==> src/include/group_sel_pkg.sv <==
/*
 * Constants for the setting group selector.
 * Assumes one 100 MHz clock and an asynchronous active-low reset.
 */
// Functional notes
// [RULE_01] Eight setting groups exist; exactly one is active at any time.
// [RULE_02] By default only group one is enabled and active; selection stays idle.
// [RULE_03] With several groups enabled, requests decide which group is active.
// [RULE_04] Priority is fixed: group one highest, group eight lowest.
// [RULE_05] Each request input may be a one-cycle pulse or a held level.
// [RULE_06] Several static levels at once: the highest-priority group becomes active.
// [RULE_07] A pulse-selected group stays active until another group is requested.
// [RULE_08] While force is enabled, automatic control is ignored; forced choice is applied.
// [RULE_09] A forced change acts only if the target is enabled and force is on.
// [RULE_10] Force choice is none or groups one to eight, default none, pulse-like.
// [RULE_11] After force release with no request, the last forced group stays active.
// [RULE_12] Static levels present at force release take selection back at once.
// [RULE_13] Controller must enable force before any operator change; default disabled.
// [RULE_14] Used-groups setting enables groups one to N; new groups take defaults.
// [RULE_15] Remote change request is refused while a higher group is held by a signal.
// [RULE_16] A read-only output shows the active group, group one after reset.
// [RULE_17] A static hold blocks only lower-priority requests; group one blocks all.
// [RULE_18] Requests for groups beyond the enabled count are ignored.
package group_sel_pkg;
	localparam int unsigned GROUP_COUNT = 8;
	localparam int unsigned GROUP_IDX_W = 3;
	// Selection codes: 0 means none, 1..8 name a group
	localparam logic [3:0] CHOICE_NONE = 4'h0;
	// Enabled count code: value k enables groups one to k+1
	localparam logic [2:0] USED_RESET = 3'h0;
	localparam logic [2:0] ACTIVE_RESET = 3'h0;
	localparam logic [7:0] ONEHOT_RESET = 8'h01;
	localparam logic [7:0] GROUP_ONE_BIT = 8'h01;
endpackage
==> src/hw/group_selector_block.sv <==
/*
 * Setting group selector: resolves eight group requests, a remote request
 * and a force override into one active group.
 * Assumes all inputs except arst_n are synchronous to core_clk and settings are static
 * levels held by the controlling party.
 */
`timescale 1ns/1ps
module group_selector_block (
	// Clock and reset
	input wire logic core_clk,
	input wire logic arst_n,
	// Group request inputs, bit 0 is group one
	input wire logic [7:0] group_request,
	// Settings
	input wire logic [2:0] enabled_group_count,
	input wire logic force_override_enable,
	input wire logic [3:0] forced_group_choice,
	input wire logic [3:0] remote_group_choice,
	// Status
	output logic [2:0] active_group,
	output logic [7:0] active_onehot,
	output logic remote_refused,
	output logic request_ignored
);
	// **********************************************************************
	// Request resolution
	// **********************************************************************
	logic [7:0] enabled_mask;
	logic [7:0] req_q;
	logic [7:0] req_d;
	logic [7:0] valid_req;
	logic [7:0] rise;
	logic [7:0] held;
	logic [7:0] cand;
	logic [7:0] higher_held;
	logic [3:0] force_prev_q;
	logic [3:0] force_prev_d;
	logic [3:0] remote_prev_q;
	logic [3:0] remote_prev_d;
	logic [2:0] active_q;
	logic [2:0] active_d;
	logic [7:0] onehot_q;
	logic [7:0] onehot_d;
	logic refused_q;
	logic refused_d;
	logic ignored_q;
	logic ignored_d;
	logic [2:0] remote_idx;
	logic [2:0] force_idx;
	logic remote_new;
	logic force_new;
	logic force_ok;
	logic remote_ok;

	genvar gi;
	generate
		for (gi = 0; gi < group_sel_pkg::GROUP_COUNT; gi++) begin : g_req
			assign enabled_mask[gi] = (3'(gi) <= enabled_group_count); // see [RULE_14]
			assign valid_req[gi] = group_request[gi] & enabled_mask[gi]; // see [RULE_18]
			// Pulse: rising edge; static: level held from the previous cycle
			assign rise[gi] = valid_req[gi] & ~req_q[gi]; // see [RULE_05]
			assign held[gi] = valid_req[gi] & req_q[gi];
			assign cand[gi] = rise[gi] | held[gi];
			if (gi == 0) begin : g_first
				assign higher_held[gi] = 1'b0;
			end else begin : g_rest
				assign higher_held[gi] = |held[gi-1:0]; // see [RULE_17]
			end
		end
	endgenerate

	assign remote_idx = 3'(remote_group_choice - 4'h1);
	assign force_idx = 3'(forced_group_choice - 4'h1);
	// Remote and force act only on a fresh write of a group number
	assign remote_new = (remote_group_choice != remote_prev_q) &&
		(remote_group_choice != group_sel_pkg::CHOICE_NONE) &&
		(remote_group_choice <= 4'h8);
	assign force_new = (forced_group_choice != force_prev_q) &&
		(forced_group_choice != group_sel_pkg::CHOICE_NONE) &&
		(forced_group_choice <= 4'h8);
	assign force_ok = force_new && force_override_enable && enabled_mask[force_idx]; // see [RULE_09]
	assign remote_ok = remote_new && enabled_mask[remote_idx] &&
		!higher_held[remote_idx]; // see [RULE_15] [RULE_17]

	// **********************************************************************
	// Selection
	// **********************************************************************
	always_comb begin
		req_d = valid_req;
		force_prev_d = forced_group_choice;
		remote_prev_d = remote_group_choice;
		active_d = active_q;
		refused_d = 1'b0;
		ignored_d = |(group_request & ~enabled_mask); // see [RULE_18]
		if (force_override_enable) begin
			// Automatic control is set aside while forcing
			if (force_ok) begin
				active_d = force_idx; // see [RULE_08] [RULE_10]
			end
			if (force_new && !enabled_mask[force_idx]) begin
				ignored_d = 1'b1;
			end
		end else if (enabled_group_count != group_sel_pkg::USED_RESET) begin // see [RULE_03]
			// Lowest set bit wins: group one ranks highest
			if (|cand) begin
				for (int i = 7; i >= 0; i--) begin
					if (cand[i]) begin
						active_d = 3'(i); // see [RULE_04] [RULE_06] [RULE_07] [RULE_12]
					end
				end
			end else if (remote_ok) begin
				active_d = remote_idx; // see [RULE_15]
			end
			// Refused only if the target is disabled or a higher group is held; a winning request drops it unflagged, not queued
			if (remote_new && !remote_ok) begin
				refused_d = 1'b1; // see [RULE_15]
			end
			// No request keeps the last group, forced or not: see [RULE_11]
		end else begin
			active_d = group_sel_pkg::ACTIVE_RESET; // see [RULE_02]
		end
		if (!enabled_mask[active_d]) begin
			active_d = group_sel_pkg::ACTIVE_RESET;
		end
		onehot_d = group_sel_pkg::GROUP_ONE_BIT << active_d; // see [RULE_01]
	end

	// **********************************************************************
	// Registers
	// **********************************************************************
	always_ff @(posedge core_clk or negedge arst_n) begin
		if (!arst_n) begin
			req_q <= 8'h00;
			force_prev_q <= group_sel_pkg::CHOICE_NONE; // see [RULE_10] [RULE_13]
			remote_prev_q <= group_sel_pkg::CHOICE_NONE;
			active_q <= group_sel_pkg::ACTIVE_RESET; // see [RULE_16]
			onehot_q <= group_sel_pkg::ONEHOT_RESET;
			refused_q <= 1'b0;
			ignored_q <= 1'b0;
		end else begin
			req_q <= req_d;
			force_prev_q <= force_prev_d;
			remote_prev_q <= remote_prev_d;
			active_q <= active_d;
			onehot_q <= onehot_d;
			refused_q <= refused_d;
			ignored_q <= ignored_d;
		end
	end

	// **********************************************************************
	// Output drive
	// **********************************************************************
	assign active_group = active_q;
	assign active_onehot = onehot_q;
	assign remote_refused = refused_q;
	assign request_ignored = ignored_q;

	// **********************************************************************
	// Assertions
	// **********************************************************************
	onehot_valid_a: assert property (@(posedge core_clk) disable iff (!arst_n) // see [RULE_01]
		$onehot(active_onehot) && active_onehot[active_group])
		else $error("active group indication not one-hot or mismatched");
	single_group_a: assert property (@(posedge core_clk) disable iff (!arst_n) // see [RULE_02]
		enabled_group_count == 3'h0 |=> active_group == 3'h0)
		else $error("group one not active with one group enabled");
	prio_static_a: assert property (@(posedge core_clk) disable iff (!arst_n) // see [RULE_17]
		!force_override_enable && enabled_group_count != 3'h0 && held[0]
		|=> active_group == 3'h0)
		else $error("held group one did not win");
	pulse_take_a: assert property (@(posedge core_clk) disable iff (!arst_n) // see [RULE_07]
		!force_override_enable && enabled_group_count == 3'h7 && rise[1] && !cand[0]
		|=> active_group == 3'h1)
		else $error("pulse on group two not taken");
	latch_keep_a: assert property (@(posedge core_clk) disable iff (!arst_n) // see [RULE_11]
		!force_override_enable && cand == 8'h00 && !remote_new && enabled_mask[active_group]
		|=> $stable(active_group))
		else $error("active group changed without a request");
	lowest_wins_a: assert property (@(posedge core_clk) disable iff (!arst_n) // see [RULE_06]
		!force_override_enable && enabled_group_count != 3'h0 && cand != 8'h00
		|=> active_onehot == $past(cand & ~(cand - 8'h01)))
		else $error("lowest requested group did not win");
	release_take_a: assert property (@(posedge core_clk) disable iff (!arst_n) // see [RULE_12]
		$fell(force_override_enable) && enabled_group_count != 3'h0 && cand != 8'h00
		|=> active_onehot == $past(cand & ~(cand - 8'h01)))
		else $error("requests not taken back at force release");
	force_apply_a: assert property (@(posedge core_clk) disable iff (!arst_n) // see [RULE_08]
		force_ok |=> active_group == $past(force_idx))
		else $error("forced group not applied");
	force_hold_a: assert property (@(posedge core_clk) disable iff (!arst_n) // see [RULE_09]
		force_override_enable && !force_new && enabled_mask[active_group]
		|=> $stable(active_group))
		else $error("automatic change during force");
	force_ignore_a: assert property (@(posedge core_clk) disable iff (!arst_n) // see [RULE_09]
		force_override_enable && force_new && !enabled_mask[force_idx] &&
		enabled_mask[active_group]
		|=> $stable(active_group) && request_ignored)
		else $error("force to a disabled group not ignored");
	beyond_count_a: assert property (@(posedge core_clk) disable iff (!arst_n) // see [RULE_18]
		1'b1 |=> active_group <= $past(enabled_group_count) || active_group == 3'h0)
		else $error("active group beyond enabled count");
	remote_block_a: assert property (@(posedge core_clk) disable iff (!arst_n) // see [RULE_15]
		remote_refused |-> $past(remote_new))
		else $error("refusal without remote request");
	refuse_held_a: assert property (@(posedge core_clk) disable iff (!arst_n) // see [RULE_15]
		!force_override_enable && enabled_group_count != 3'h0 && remote_new &&
		higher_held[remote_idx] |=> remote_refused)
		else $error("remote request not refused under a higher hold");
	remote_take_a: assert property (@(posedge core_clk) disable iff (!arst_n) // see [RULE_15]
		!force_override_enable && enabled_group_count != 3'h0 && cand == 8'h00 && remote_ok
		|=> active_group == $past(remote_idx))
		else $error("accepted remote request not applied");
	ignore_flag_a: assert property (@(posedge core_clk) disable iff (!arst_n) // see [RULE_18]
		(group_request & ~enabled_mask) != 8'h00 |=> request_ignored)
		else $error("request to a disabled group not flagged");
	cov_pulse_c: cover property (@(posedge core_clk) disable iff (!arst_n)
		rise[2] ##1 active_group == 3'h2);
	cov_force_c: cover property (@(posedge core_clk) disable iff (!arst_n)
		force_ok ##1 !force_override_enable);
	cov_remote_c: cover property (@(posedge core_clk) disable iff (!arst_n) remote_refused);
	cov_release_c: cover property (@(posedge core_clk) disable iff (!arst_n)
		$fell(force_override_enable) && held != 8'h00);
endmodule // group_selector_block

==> config.mk <==
export PLATFORM = sky130hd
export DESIGN_NAME = group_selector_block
export DESIGN_NICKNAME = d
export VERILOG_FILES = /design/src/include/group_sel_pkg.sv /design/src/hw/group_selector_block.sv
export SDC_FILE = /design/constraint.sdc
export NUM_CORES = 1
export LEC_CHECK = 0
export BUFFER_PORTS_ARGS = -buffer_cell sky130_fd_sc_hd__buf_2
export CORE_ASPECT_RATIO = 0.6
export CORE_UTILIZATION = 55
export CTS_BUF_LIST = sky130_fd_sc_hd__clkbuf_8
export DETAILED_ROUTE_END_ITERATION = 16
export PLACE_DENSITY = 0.87
export SKIP_LAST_GASP = 1
export SLEW_MARGIN = 0
export SYNTH_ARGS = -nofsm -noshare
export SYNTH_HDL_FRONTEND = slang
export SYNTH_SLANG_ARGS = --single-unit
==> constraint.sdc <==
create_clock -name core_clk -period 2.8 [get_ports core_clk]
set_input_delay 0.42 -clock core_clk [delete_from_list [all_inputs] [get_ports core_clk]]
set_output_delay 0.42 -clock core_clk [all_outputs]
set_load 0.05 [all_outputs]
==> After elaboration in Yosys (flattened, before gate mapping) <==
Index checks and enable logic that the tools add are counted.
{ "totals": {"regBits": 29, "latchBits": 0, "mem_bits_rw": 0, "mem_bits_ro": 0, "input_bits": 22, "out_inout_bits": 13, "wordCells": 118, "memories": 0} }
{ "classes": {"n_addsub": 2, "mul": 0, "n_div": 0, "magnitude_cmp": 13, "n_eq_ne": 2, "shift": 1, "mux": 27, "bitwise_logic": 42, "reduce_logical": 24} }
{ "op_table": {"columns": ["operator", "count"], "rows": [
  ["3-bit two-way mux", 14],
  ["1-bit bitwise AND", 24],
  ["8-bit OR reduction", 2],
  ["1-bit binary-select mux with 3-bit select", 4],
  ["3-bit less-or-equal comparator, first input constant", 4],
  ["3-bit by 4-bit < comparator with 1-bit output, second input constant", 3],
  ["1-bit logical AND", 10],
  ["1-bit two-way mux", 9],
  ["8-bit bitwise AND", 1],
  ["4-bit less-or-equal comparator, second input constant", 2],
  ["4-bit != test", 2],
  ["1-bit NOT", 8],
  ["8-bit NOT", 1],
  ["1-bit bitwise OR", 8],
  ["4-bit nonzero test", 2],
  ["1-bit by 3-bit << shifter with 8-bit output, first input constant", 1],
  ["7-bit OR reduction", 1],
  ["1-bit by 3-bit less-or-equal comparator with 1-bit output, first input constant", 2],
  ["2-bit by 3-bit less-or-equal comparator with 1-bit output, first input constant", 2],
  ["6-bit OR reduction", 1],
  ["3-bit by 1-bit subtractor with 3-bit output, second input constant", 2],
  ["5-bit OR reduction", 1],
  ["4-bit OR reduction", 1],
  ["1-bit zero test", 3],
  ["3 further kinds", 3]
]} }

==> Logic depth before layout (Yosys ltp) <==
Gate-level depths: netlist of run 1.
{ "logic_depth": {"depth_word": 19, "depth_mapped": 12, "mapped_depth_nobuf": 11} }

==> Least setup slack after synthesis of run 1 <==
Ideal clock, no wire load.
{ "synth_timing": {"path_kind": "input port to flip-flop", "startpoint": "input port remote_group_choice[0]", "endpoint": "register onehot_q[0] (netlist: active_onehot[0])", "setup_time_ns": 0.075, "t_arrival_ns": 2.631, "slack_ns": 0.095, "cell_stages": 11, "path_buffers": 0, "cell_sequence": "inv_1 ha_1 xnor2_1 nor2_1 a22o_1 nor4_2 a211oi_1 or3_4 nor2b_4 o31a_1 o211ai_2"} }
{ "synth_via": {"elab_chain_cells": 13, "word_cells_on_any_way": 21} }
{ "synth_lines": {"columns": ["element", "line_no", "rtl"], "rows": [
  ["start, declared", "group_selector_block.sv:18", "input wire logic [3:0] remote_group_choice,"],
  ["3-bit by 1-bit subtractor with 3-bit output, or another cell as far along", "group_selector_block.sv:72", "assign remote_idx = 3'(remote_group_choice - 4'h1);"],
  ["1-bit binary-select mux with 3-bit select, or another cell as far along", "group_selector_block.sv:82", "assign remote_ok = remote_new && enabled_mask[remote_idx] &&"],
  ["1-bit two-way mux (not written as such), or another cell as far along", "group_selector_block.sv:82", null],
  ["1-bit logical AND / 1-bit zero test (equally long branches)", "group_selector_block.sv:82, group_selector_block.sv:83", null],
  ["1-bit logical AND", "group_selector_block.sv:82", null],
  ["3-bit two-way mux *", "group_selector_block.sv:111", "end else if (remote_ok) begin"],
  ["3-bit two-way mux *", "group_selector_block.sv:105", "if (|cand) begin"],
  ["3-bit two-way mux *", "group_selector_block.sv:103", "end else if (enabled_group_count != group_sel_pkg::USED_RESET) begin"],
  ["3-bit two-way mux *", "group_selector_block.sv:95", "if (force_override_enable) begin"],
  ["1-bit binary-select mux with 3-bit select", "group_selector_block.sv:122", "if (!enabled_mask[active_d]) begin"],
  ["1-bit two-way mux (not written as such)", "group_selector_block.sv:122", null],
  ["3-bit two-way mux *", "group_selector_block.sv:122", null],
  ["1-bit by 3-bit << shifter with 8-bit output *", "group_selector_block.sv:125", "onehot_d = group_sel_pkg::GROUP_ONE_BIT << active_d;"],
  ["via onehot_d[0]", "group_selector_block.sv:43", "logic [7:0] onehot_d;"],
  ["end signal, assigned", "group_selector_block.sv:137", "onehot_q <= group_sel_pkg::ONEHOT_RESET;"],
  ["end signal, assigned", "group_selector_block.sv:145", "onehot_q <= onehot_d;"],
  ["end, declared", "group_selector_block.sv:42", "logic [7:0] onehot_q;"]
]} }
The timed path passes the listed nets; every way through them passes the cells marked *. The select of a mux whose other input is x is not followed.

==> Worst setup path in the final report of run 1 <==
{ "layout_timing": {"startpoint": "register remote_prev_q[0]", "endpoint": "register active_q[1] (netlist: active_group[1])"} }
{ "layout_via": {"elab_chain_cells": 12} }
{ "layout_lines": {"columns": ["element", "line_no", "rtl"], "rows": [
  ["start, declared", "group_selector_block.sv:38", "logic [3:0] remote_prev_q;"],
  ["start signal, assigned", "group_selector_block.sv:135", "remote_prev_q <= group_sel_pkg::CHOICE_NONE;"],
  ["start signal, assigned", "group_selector_block.sv:143", "remote_prev_q <= remote_prev_d;"],
  ["4-bit != test *", "group_selector_block.sv:75", "assign remote_new = (remote_group_choice != remote_prev_q) &&"],
  ["1-bit logical AND *", "group_selector_block.sv:75", null],
  ["1-bit logical AND *", "group_selector_block.sv:76", "(remote_group_choice != group_sel_pkg::CHOICE_NONE) &&"],
  ["1-bit logical AND * (2 in a row)", "group_selector_block.sv:82", null],
  ["3-bit two-way mux *", "group_selector_block.sv:111", null],
  ["3-bit two-way mux *", "group_selector_block.sv:105", null],
  ["3-bit two-way mux *", "group_selector_block.sv:103", null],
  ["3-bit two-way mux *", "group_selector_block.sv:95", null],
  ["1-bit binary-select mux with 3-bit select", "group_selector_block.sv:122", null],
  ["1-bit two-way mux (not written as such)", "group_selector_block.sv:122", null],
  ["3-bit two-way mux *", "group_selector_block.sv:122", null],
  ["via active_d[1]", "group_selector_block.sv:41", "logic [2:0] active_d;"],
  ["end signal, assigned", "group_selector_block.sv:136", "active_q <= group_sel_pkg::ACTIVE_RESET;"],
  ["end signal, assigned", "group_selector_block.sv:144", "active_q <= active_d;"],
  ["end, declared", "group_selector_block.sv:40", "logic [2:0] active_q;"]
]} }
Marked as above.

==> run metrics, run 1 <==
fmax 367 MHz; TritonCTS Sinks 28; status finished clean; Netlist cell types 58; routability cong. 0.936; leakage power 1.16 nW; grt ovf 0; fin util 81.3%; Final Setup Violations 0; initial antenna violation count 0; hold slack 0.135 ns; pin count of the biggest net entering global routing 29; maximum vdd drop 0.314 mV; Crit Path Category reg2reg; vias in the first global route 1753; layout cells sized above 1 39.6%; Yosys reg bits 28; CP Data Arrival Time 2.95 ns; Core ar. 0.00298 mm^2; gr usage total 33.0%; antenna-violating nets left 0; Vias 1926; H-tree depth 1; first-pass GRT wire length 8.33 mm; internal power 0.789 mW; WP data required 3.02 ns; CP endpoint kind flip-flop; post_cts resized 0; 1st-iter DRT viols 284; Worst Clk Skew 0.00398 ns; clock group share of total power 27.7%; Area Growth Syn to Fin 34.9%; Post-Syn Instances 191; RSZ-0062 raised after global routing yes; Final #Nets 292; Reg power frac 37.6%; Ant. Diodes 0; Syn. warnings 0; final slew viol count 0; CTS clock-pin slew for the worst setup and hold paths 0.10 ns; Most used DFF post-synth dfrtp_1; CP max FO 3; EDFF count, synth 0; Root Buffer Master clkbuf_8; worst rel slew slack 58.1%; Worst-Skew Late Latency 0.29 ns; total CTS buffers 3; Clock Tree Buf Depth 2; post-synthesis sequential area ratio 39.0%; combinational power share 34.7%; DR vias/cell 6.27; Chip Height 46.3 um; Max Cap Viol 0; residual DRC count 0; Placed Cells 303; HP Class in2async; pre-CTS setup slack -0.234 ns; worst setup margin 0.0759 ns; Startpoint Class flip-flop; Setup TNS 0 ns; Non-Filler Instances 307; Hold Buf Count CTS 0; TritonCTS clock tree built; DRT Wirelength 5.34 mm; synthesized area 0.00180 mm^2; Net Sw Frac 34.1%; Synth async-reset ratio 100%; I/O Buffers 34; postcts setup bufs 0; worst-margin pin slew 0.629 ns; Die W 75.8 um; hold violation total from the final report 0; Starting Density 60.3%; hpwl dp 3.84 mm; IO Pins 35; crit share post-route 97.3%; Pre-antenna DRT Iters 7; Die Area 0.00351 mm^2; P_sw 0.409 mW; Rows 15; Pwr per Cell Area 493 mW/mm^2; wire per inst 17.4 um; syn_nets 217; Final min period 2.72 ns; Avg Cell Area, Syn 9.42 um^2
==> cell usage after synthesis, types with 2 or more instances <==
cell      count  area [um^2]
clkbuf_1      4         15.0
o221ai_1      2         17.5
a211oi_1      2         15.0
o22ai_1       3         18.8
a32o_1        2         20.0
buf_6         3         33.8
a22oi_1       2         15.0
nand2_1      14         52.6
ha_1          4         50.1
nor2_1       16         60.1
nor3_1        6         30.0
a211o_1       2         17.5
nor4_2        4         50.1
inv_1        11         41.3
nor4b_1       2         17.5
nor4_1        3         18.8
or3_1         4         25.0
o211ai_1      3         22.5
o311ai_0      2         17.5
o21a_1        3         22.5
xor2_1        3         26.3
a41oi_1       3         26.3
o21ai_1       3         15.0
xnor2_1       6         52.6
and2_1        2         12.5
nand3_1       8         40.0
buf_2         2         10.0
nor2b_1       2         12.5
nor3b_1       2         15.0
a21oi_1      10         50.1
dfrtp_1      27          676
a21o_1        2         15.0
o21ai_0       4         20.0
==> stage by stage <==
stage | power [mW] | area [um^2]
6_report | 1.20 | 2430
5_1_grt | 1.24 | 2430
4_1_cts | 1.18 | 2370
3_5_place_dp | 0.845 | 2300
3_3_place_gp | 0.833 | 2300
2_1_floorplan | 0.691 | 1800
==> logic make-up after synthesis <==
group | Yosys count | synth area share, %
xor gates and xnor gates | 9 | 4.38
and+or+nand+nor | 72 | 22.8
DFF | 28 | 39.0
adders and majority gates | 5 | 3.41
AOI/OAI and AO/OA | 56 | 24.3
muxes | 1 | 0.556
buffers and inverters | 20 | 5.56
==> area by class of cell <==
| class | instances | area, um^2 |
|---|---|---|
| Inverter | 11 | 41.3 |
| Timing Repair Buffer | 79 | 508 |
| Tap cell | 42 | 52.6 |
| Clock inverter | 1 | 30.0 |
| Sequential cell | 28 | 702 |
| Fill cell | 178 | 557 |
| Multi-Input combinational cell | 143 | 1050 |
| Clock buffer | 3 | 41.3 |
==> critical path, stage by stage (launching register included) <==
cell and delay (ns):
dfrtp_1 0.39, xor2_1 0.19, or4b_1 0.49, a21boi_1 0.19, or3_1 0.16, buf_4 0.13, o31ai_1 0.07, buf_4 0.14
a211oi_2 0.32, o21ai_1 0.14, maj3_2 0.32, nor2_1 0.11
==> cell usage in the layout (no fill, tap or decap), drive strengths merged, types with 3 or more instances in the layout <==
master	count
clkbuf	3
o311ai	3
nand3	8
ha	4
nor4	7
nor2b	3
a21oi	10
nand2	14
xor2	3
inv	11
or3	5
o21a	3
a41oi	3
nor2	17
dfrtp	27
nor3	7
buf	79
a211oi	3
xnor2	6
o22ai	3
o211ai	4
o21ai	7
==> power by group through the flow <==
| stage | registers (mW) | clock network [mW] | logic (mW) |
|---|---|---|---|
| floorplan | 0.515 | 0 | 0.176 |
| global placement | 0.456 | 0 | 0.377 |
| detailed placement | 0.457 | 0 | 0.388 |
| CTS | 0.449 | 0.337 | 0.394 |
| global route | 0.453 | 0.346 | 0.442 |
| finish | 0.450 | 0.331 | 0.416 |
==> metal layers <==
metal | part of all wire (%) | track usage (%) | vias up | wire [um]
met5 | 0 | 0 | - | 0
met4 | 2.5 | 11.9 | 0 | 136
met3 | 11 | 9.85 | 25 | 589
met2 | 42 | 50.1 | 136 | 2260
met1 | 44 | 44.8 | 906 | 2360
li1 | - | - | 859 | -
==> path summary, 6_finish.rpt <==
check	startpoint	to	slack (ns)	cells past startpoint
worst max register to register	remote_prev_q[0]	active_group[1]	0.08	11
worst max-delay path	remote_prev_q[0]	active_group[1]	0.08	11
worst min register to register	force_prev_q[0]	request_ignored	0.85	4
max in group asynchronous	arst_n	request_ignored	2.26	1
worst min-delay path	arst_n	remote_prev_q[1]	0.14	1
min in group core_clk	remote_group_choice[1]	remote_prev_q[1]	0.27	1
==> sequential cells by signal (all words and copies together), names as in the netlist <==
name	cells
active_group	3
active_onehot	8
force_prev_q	4
remote_prev_q	4
remote_refused	1
req_q	7
request_ignored	1
Power figures use the tool's default switching activity.
==> run 2: changes to the inputs <==
--- a/config.mk
+++ b/config.mk
@@ -10,6 +10,7 @@
 export CORE_UTILIZATION = 55
 export CTS_BUF_LIST = sky130_fd_sc_hd__clkbuf_8
 export DETAILED_ROUTE_END_ITERATION = 16
+export MAX_ROUTING_LAYER = met4
 export PLACE_DENSITY = 0.87
 export SKIP_LAST_GASP = 1
 export SLEW_MARGIN = 0
==> run metrics, run 2 (same netlist as run 1, synthesis figures left out) <==
Net Sw Frac 35.0% (+0.86 points); hold slack 0.132 ns (-0.00275 ns); Vias 2058 (+6.9%); pre-CTS setup slack -0.280 ns (-0.0462 ns); CP Data Arrival Time 3.08 ns (+0.13 ns); Chip Height 46.3 um (unchanged); failing checks setup timing; fmax 351 MHz (-4.4%); combinational power share 36.1% (+1.4 points); Area Growth Syn to Fin 38.5%; Reg power frac 36.6% (-1.0 points); DR vias/cell 6.64 (+5.8%); commonest cells after routing, fill and taps aside 46 x buf_4, 34 x buf_2, 27 x dfrtp_1; Root Buffer Master clkbuf_8; DRT Wirelength 6.14 mm (+15%); final slew viol count 0 (unchanged); clock group share of total power 27.3% (-0.4 points); Final #Nets 295 (+1.0%); grt ovf 0 (unchanged); Core ar. 0.00298 mm^2 (unchanged); wire per inst 19.8 um (+14%); commonest non-fill, non-tap cell in the layout buf_4; worst-margin pin slew 0.634 ns (+0.00588 ns); WP data required 3.03 ns (about the same); TritonCTS clock tree built; Clock Tree Buf Depth 2 (unchanged); routability cong. 0.939 (+0.32%); internal power 0.800 mW (+1.4%); total CTS buffers 3 (unchanged); gr usage total 34.7% (+1.7 points); CTS clock-pin slew for the worst setup and hold paths 0.10 ns (about the same); H-tree depth 1 (unchanged); Starting Density 60.3% (unchanged); Pre-antenna DRT Iters 5 (-2); Max Cap Viol 0 (unchanged); Ant. Diodes 0 (unchanged); layout cells sized above 1 43.3% (+3.7 points); Final min period 2.85 ns (+0.126 ns); total chip power 1.23 mW (+2.8%); initial antenna violation count 0 (unchanged); TritonCTS Sinks 28 (unchanged); I/O Buffers 34 (unchanged); 1st-iter DRT viols 297 (+4.6%); crit share post-route 102% (+4.5 points); P_sw 0.431 mW (+5.4%); RSZ-0062 raised after global routing yes; leakage power 1.19 nW (+2.3%); worst rel slew slack 57.7% (-0.39 points); maximum vdd drop 0.237 mV (-25%); Crit Path Category in2reg; Startpoint Class input pin; worst setup margin -0.0498 ns (-0.126 ns); Rows 15 (unchanged); residual DRC count 0 (unchanged); max reg flops 8 (unchanged); Worst-Skew Late Latency 0.29 ns (about the same); CP endpoint kind flip-flop; HP Class in2async; vias in the first global route 1734 (-1.1%); Final Setup Violations 4 (+4); antenna-violating nets left 0 (unchanged); Die Area 0.00351 mm^2 (unchanged); Worst Clk Skew 0.00250 ns (-0.00149 ns); Pwr per Cell Area 494 mW/mm^2 (+0.15%); hold violation total from the final report 0 (unchanged); hpwl dp 4.04 mm (+5.2%); Die W 75.8 um (unchanged); status finished, violations left; CP max FO 5 (+2); pin count of the biggest net entering global routing 29 (unchanged); IO Pins 35 (unchanged); first-pass GRT wire length 8.34 mm (+0.17%)
==> run 2: cell count changes in the layout (fill, tap and decap cells not counted), moves of 2 or more <==
| cell | change |
|---|---|
| buf_6 | +2 |
| nand2_2 | +2 |
| nand2_1 | -2 |
| or3_1 | -2 |
| or3_4 | +2 |
==> run 2: layout make-up <==
class                   count  area, um^2
multi-input cells         143        1090
fillers                   158         493
clock inverters             1        30.0
inverters                  11        41.3
clock buffers               3        41.3
repair buffers             82         538
flip-flops and latches     28         702
well taps                  42        52.6
==> run 2: final timing paths <==
path                                         from          endpoint  slack, ns  depth (start not counted)
min reg2reg                       force_prev_q[1]   request_ignored       0.86                          4
max in group asynchronous                  arst_n          req_q[6]       2.25                          1
min                                        arst_n  remote_prev_q[2]       0.13                          1
max                        remote_group_choice[0]   active_group[0]      -0.05                         14
max reg2reg                      remote_prev_q[0]   active_group[0]      -0.02                         11
min in group core_clk      remote_group_choice[1]  remote_prev_q[1]       0.27                          1
==> run 2: what timing repair did <==
item,CTS,global route
setup endpoints to repair,4,9
pin swaps,0,6
buffers inserted,0,2
hold buffers,0,0
resized for setup,1,18
==> run 2: worst max-delay path: stages <==
cell	delay, ns
buf_2	0.13
inv_1	0.07
ha_1	0.36
o22ai_1	0.21
nand2_1	0.10
a41oi_2	0.25
or2_1	0.19
nor3_2	0.06
buf_4	0.13
or3_4	0.33
buf_6	0.13
a32oi_4	0.33
o221ai_1	0.19
a21oi_2	0.17
==> run 2: power by group through the flow <==
stage | logic, mW | registers [mW] | clock network, mW
finish | 0.444 | 0.450 | 0.336
floorplan | 0.176 | 0.515 | 0
global route | 0.467 | 0.453 | 0.347
global placement | 0.381 | 0.456 | 0
detailed placement | 0.394 | 0.456 | 0
CTS | 0.399 | 0.448 | 0.330
==> run 2: per-layer routing <==
metal	up-vias	GRT usage [%]	part of all wire, %
li1	865	-	-
met1	961	47.7	40
met2	186	49.6	42
met3	46	10.3	14
met4	0	9.26	4.4
met5	-	-	0
==> run 2: stage by stage <==
stage	area (um^2)	TNS (ns)	cells	util, %
floorplan	1800	0	191	-
global placement	2310	-0.852	304	77.4
detailed placement	2310	-2.35	304	77.4
CTS	2390	0	308	80.0
global route	2490	-0.920	310	83.5
finish	2490	-0.106	310	83.5
==> run 3: changes to the inputs <==
--- a/config.mk
+++ b/config.mk
@@ -5,13 +5,13 @@
 export SDC_FILE = /design/constraint.sdc
 export NUM_CORES = 1
 export LEC_CHECK = 0
-export BUFFER_PORTS_ARGS = -buffer_cell sky130_fd_sc_hd__buf_2
 export CORE_ASPECT_RATIO = 0.6
 export CORE_UTILIZATION = 55
 export CTS_BUF_LIST = sky130_fd_sc_hd__clkbuf_8
 export DETAILED_ROUTE_END_ITERATION = 16
+export DONT_BUFFER_PORTS = 1
 export MAX_ROUTING_LAYER = met4
-export PLACE_DENSITY = 0.87
+export PLACE_DENSITY = 0.77
 export SKIP_LAST_GASP = 1
 export SLEW_MARGIN = 0
 export SYNTH_ARGS = -nofsm -noshare
==> run metrics, run 3 (same netlist as run 1, synthesis figures left out) <==
status finished clean; CP endpoint kind flip-flop; crit path buf inv count 0 (-4); RSZ-0062 raised after global routing no; initial antenna violation count 0 (unchanged); CP Data Arrival Time 2.89 ns (-0.19 ns); Worst Clk Skew 0.00447 ns (+0.00197 ns); Worst-Skew Late Latency 0.28 ns (about the same); Top delay family on crit path simple AND/OR/NAND/NOR gates; H-tree depth 1 (unchanged); WP data required 3.01 ns (-0.02 ns); DRT Wirelength 4.42 mm (-28%); fin util 65.9% (-18 points); hpwl dp 3.37 mm (-17%); layout cells sized above 1 15.7% (-28 points); Startpoint Class flip-flop; routability cong. 0.945 (+0.72%); worst rel slew slack 62.6% (+4.9 points); commonest cells after routing, fill and taps aside 27 x dfrtp_1, 16 x nor2_1, 14 x nand2_1; IO Pins 35 (unchanged); Die Area 0.00351 mm^2 (unchanged); first-pass GRT wire length 6.84 mm (-18%); Ant. Diodes 0 (unchanged); Pwr per Cell Area 510 mW/mm^2 (+3.2%); Pre-antenna DRT Iters 4 (-1); hold violation total from the final report 0 (unchanged); crit-path cells xor2_1, or4b_1, a21boi_1, or3_1, nor3_2, or3_1, a32o_1, maj3_2, nor2_1; max reg flops 8 (unchanged); final slew viol count 0 (unchanged); Final #Nets 225 (-24%); Starting Density 60.3% (unchanged); CTS clock-pin slew for the worst setup and hold paths 0.10 ns (about the same); wire per inst 18.4 um (-7.0%); Rows 15 (unchanged); Non-Filler Instances 240 (-23%); gr usage total 27.5% (-7.2 points); leakage power 0.841 nW (-29%); residual DRC count 0 (unchanged); slowest stage cell on the critical path or4b_1; most used cell, CP or3_1; Root Buffer Master clkbuf_8; commonest non-fill, non-tap cell in the layout dfrtp_1; worst-margin pin slew 0.554 ns (-0.0808 ns); Area Growth Syn to Fin 9.25%; total CTS buffers 3 (unchanged); CP max FO 4 (-1); pin count of the biggest net entering global routing 29 (unchanged); Final min period 2.67 ns (-0.177 ns); DR vias/cell 6.49 (-2.2%); Final Setup Violations 0 (-4); Crit Path Category reg2reg; grt ovf 0 (unchanged); HP Class in2reg; antenna-violating nets left 0 (unchanged); Crit path largest cell delay 0.52 ns (+0.16 ns); Placed Cells 234 (-23%); Chip Height 46.3 um (unchanged); TritonCTS clock tree built; fillers 235 (+49%); Core ar. 0.00298 mm^2 (unchanged); TritonCTS Sinks 28 (unchanged); vias in the first global route 1400 (-19%); I/O Buffers 0 (-100%); Max Cap Viol 0 (unchanged); Die W 75.8 um (unchanged); Vias 1558 (-24%); Clock Tree Buf Depth 2 (unchanged); 1st-iter DRT viols 157 (-47%); fmax 374 MHz (+6.6%); maximum vdd drop 0.269 mV (+14%); crit share post-route 95.5% (-6.3 points); Worst R2R Setup Slack 0.13 ns (+0.15 ns)
[run 3: layout make-up]
| class | instances | area [um^2] | share of cell area (%) |
|---|---|---|---|
| Sequential cell | 28 | 702 | 35.7 |
| Multi-Input combinational cell | 143 | 1010 | 51.4 |
| Timing Repair Buffer | 12 | 105 | 5.35 |
| Inverter | 11 | 41.3 | 2.10 |
| Clock buffer | 4 | 55.1 | 2.80 |
| Tap cell | 42 | 52.6 | 2.67 |
[run 3: through the flow]
| stage | power, mW | setup TNS (ns) | instance area, um^2 | hold slack [ns] | worst slack [ns] |
|---|---|---|---|---|---|
| 2_1_floorplan | 0.691 | 0 | 1800 | 0.124 | 0.0947 |
| 3_3_place_gp | 0.729 | 0 | 1870 | 0.125 | 0.0118 |
| 3_5_place_dp | 0.737 | -0.622 | 1870 | 0.125 | -0.108 |
| 5_1_grt | 1.05 | 0 | 1970 | 0.145 | 0.00214 |
| 6_report | 1.00 | 0 | 1970 | 0.160 | 0.127 |
| 4_1_cts | 0.999 | 0 | 1950 | 0.157 | 0.144 |
[run 3: where the power goes]
part	switching (mW)	total [mW]	internal (mW)	leakage [nW]
Combinational	0.142	0.247	0.105	0.461
Clock	0.127	0.253	0.126	0.0288
Sequential	0.0671	0.502	0.435	0.351
[run 3: metal layers]
layer / track usage (%) / part of all wire [%] / up-vias
met1: 38.1 / 48 / 760
met5: - / 0 / -
met3: 8.32 / 8.5 / 6
li1: - / - / 726
met2: 40.5 / 43 / 66
met4: 3.70 / 0.52 / 0
[run 3: timing repair]
| action | CTS | global route |
|---|---|---|
| endpoints found under the setup margin | 0 | 5 |
| hold buffers | 2 | 0 |
| gates resized for setup | 0 | 2 |
| endpoints found under the hold margin | 28 | 0 |
| setup buffers | 0 | 0 |
[run 3: path summary, 6_finish.rpt]
path                                        startpoint          endpoint  cells past startpoint
worst max-delay path                  remote_prev_q[1]   active_group[1]                      9
worst min-delay path            forced_group_choice[0]   force_prev_q[0]                      0
worst max register to register        remote_prev_q[1]   active_group[1]                      9
worst min register to register         force_prev_q[1]   request_ignored                      4
max in group asynchronous                       arst_n  active_onehot[0]                      2
min in group asynchronous                       arst_n   force_prev_q[0]                      2
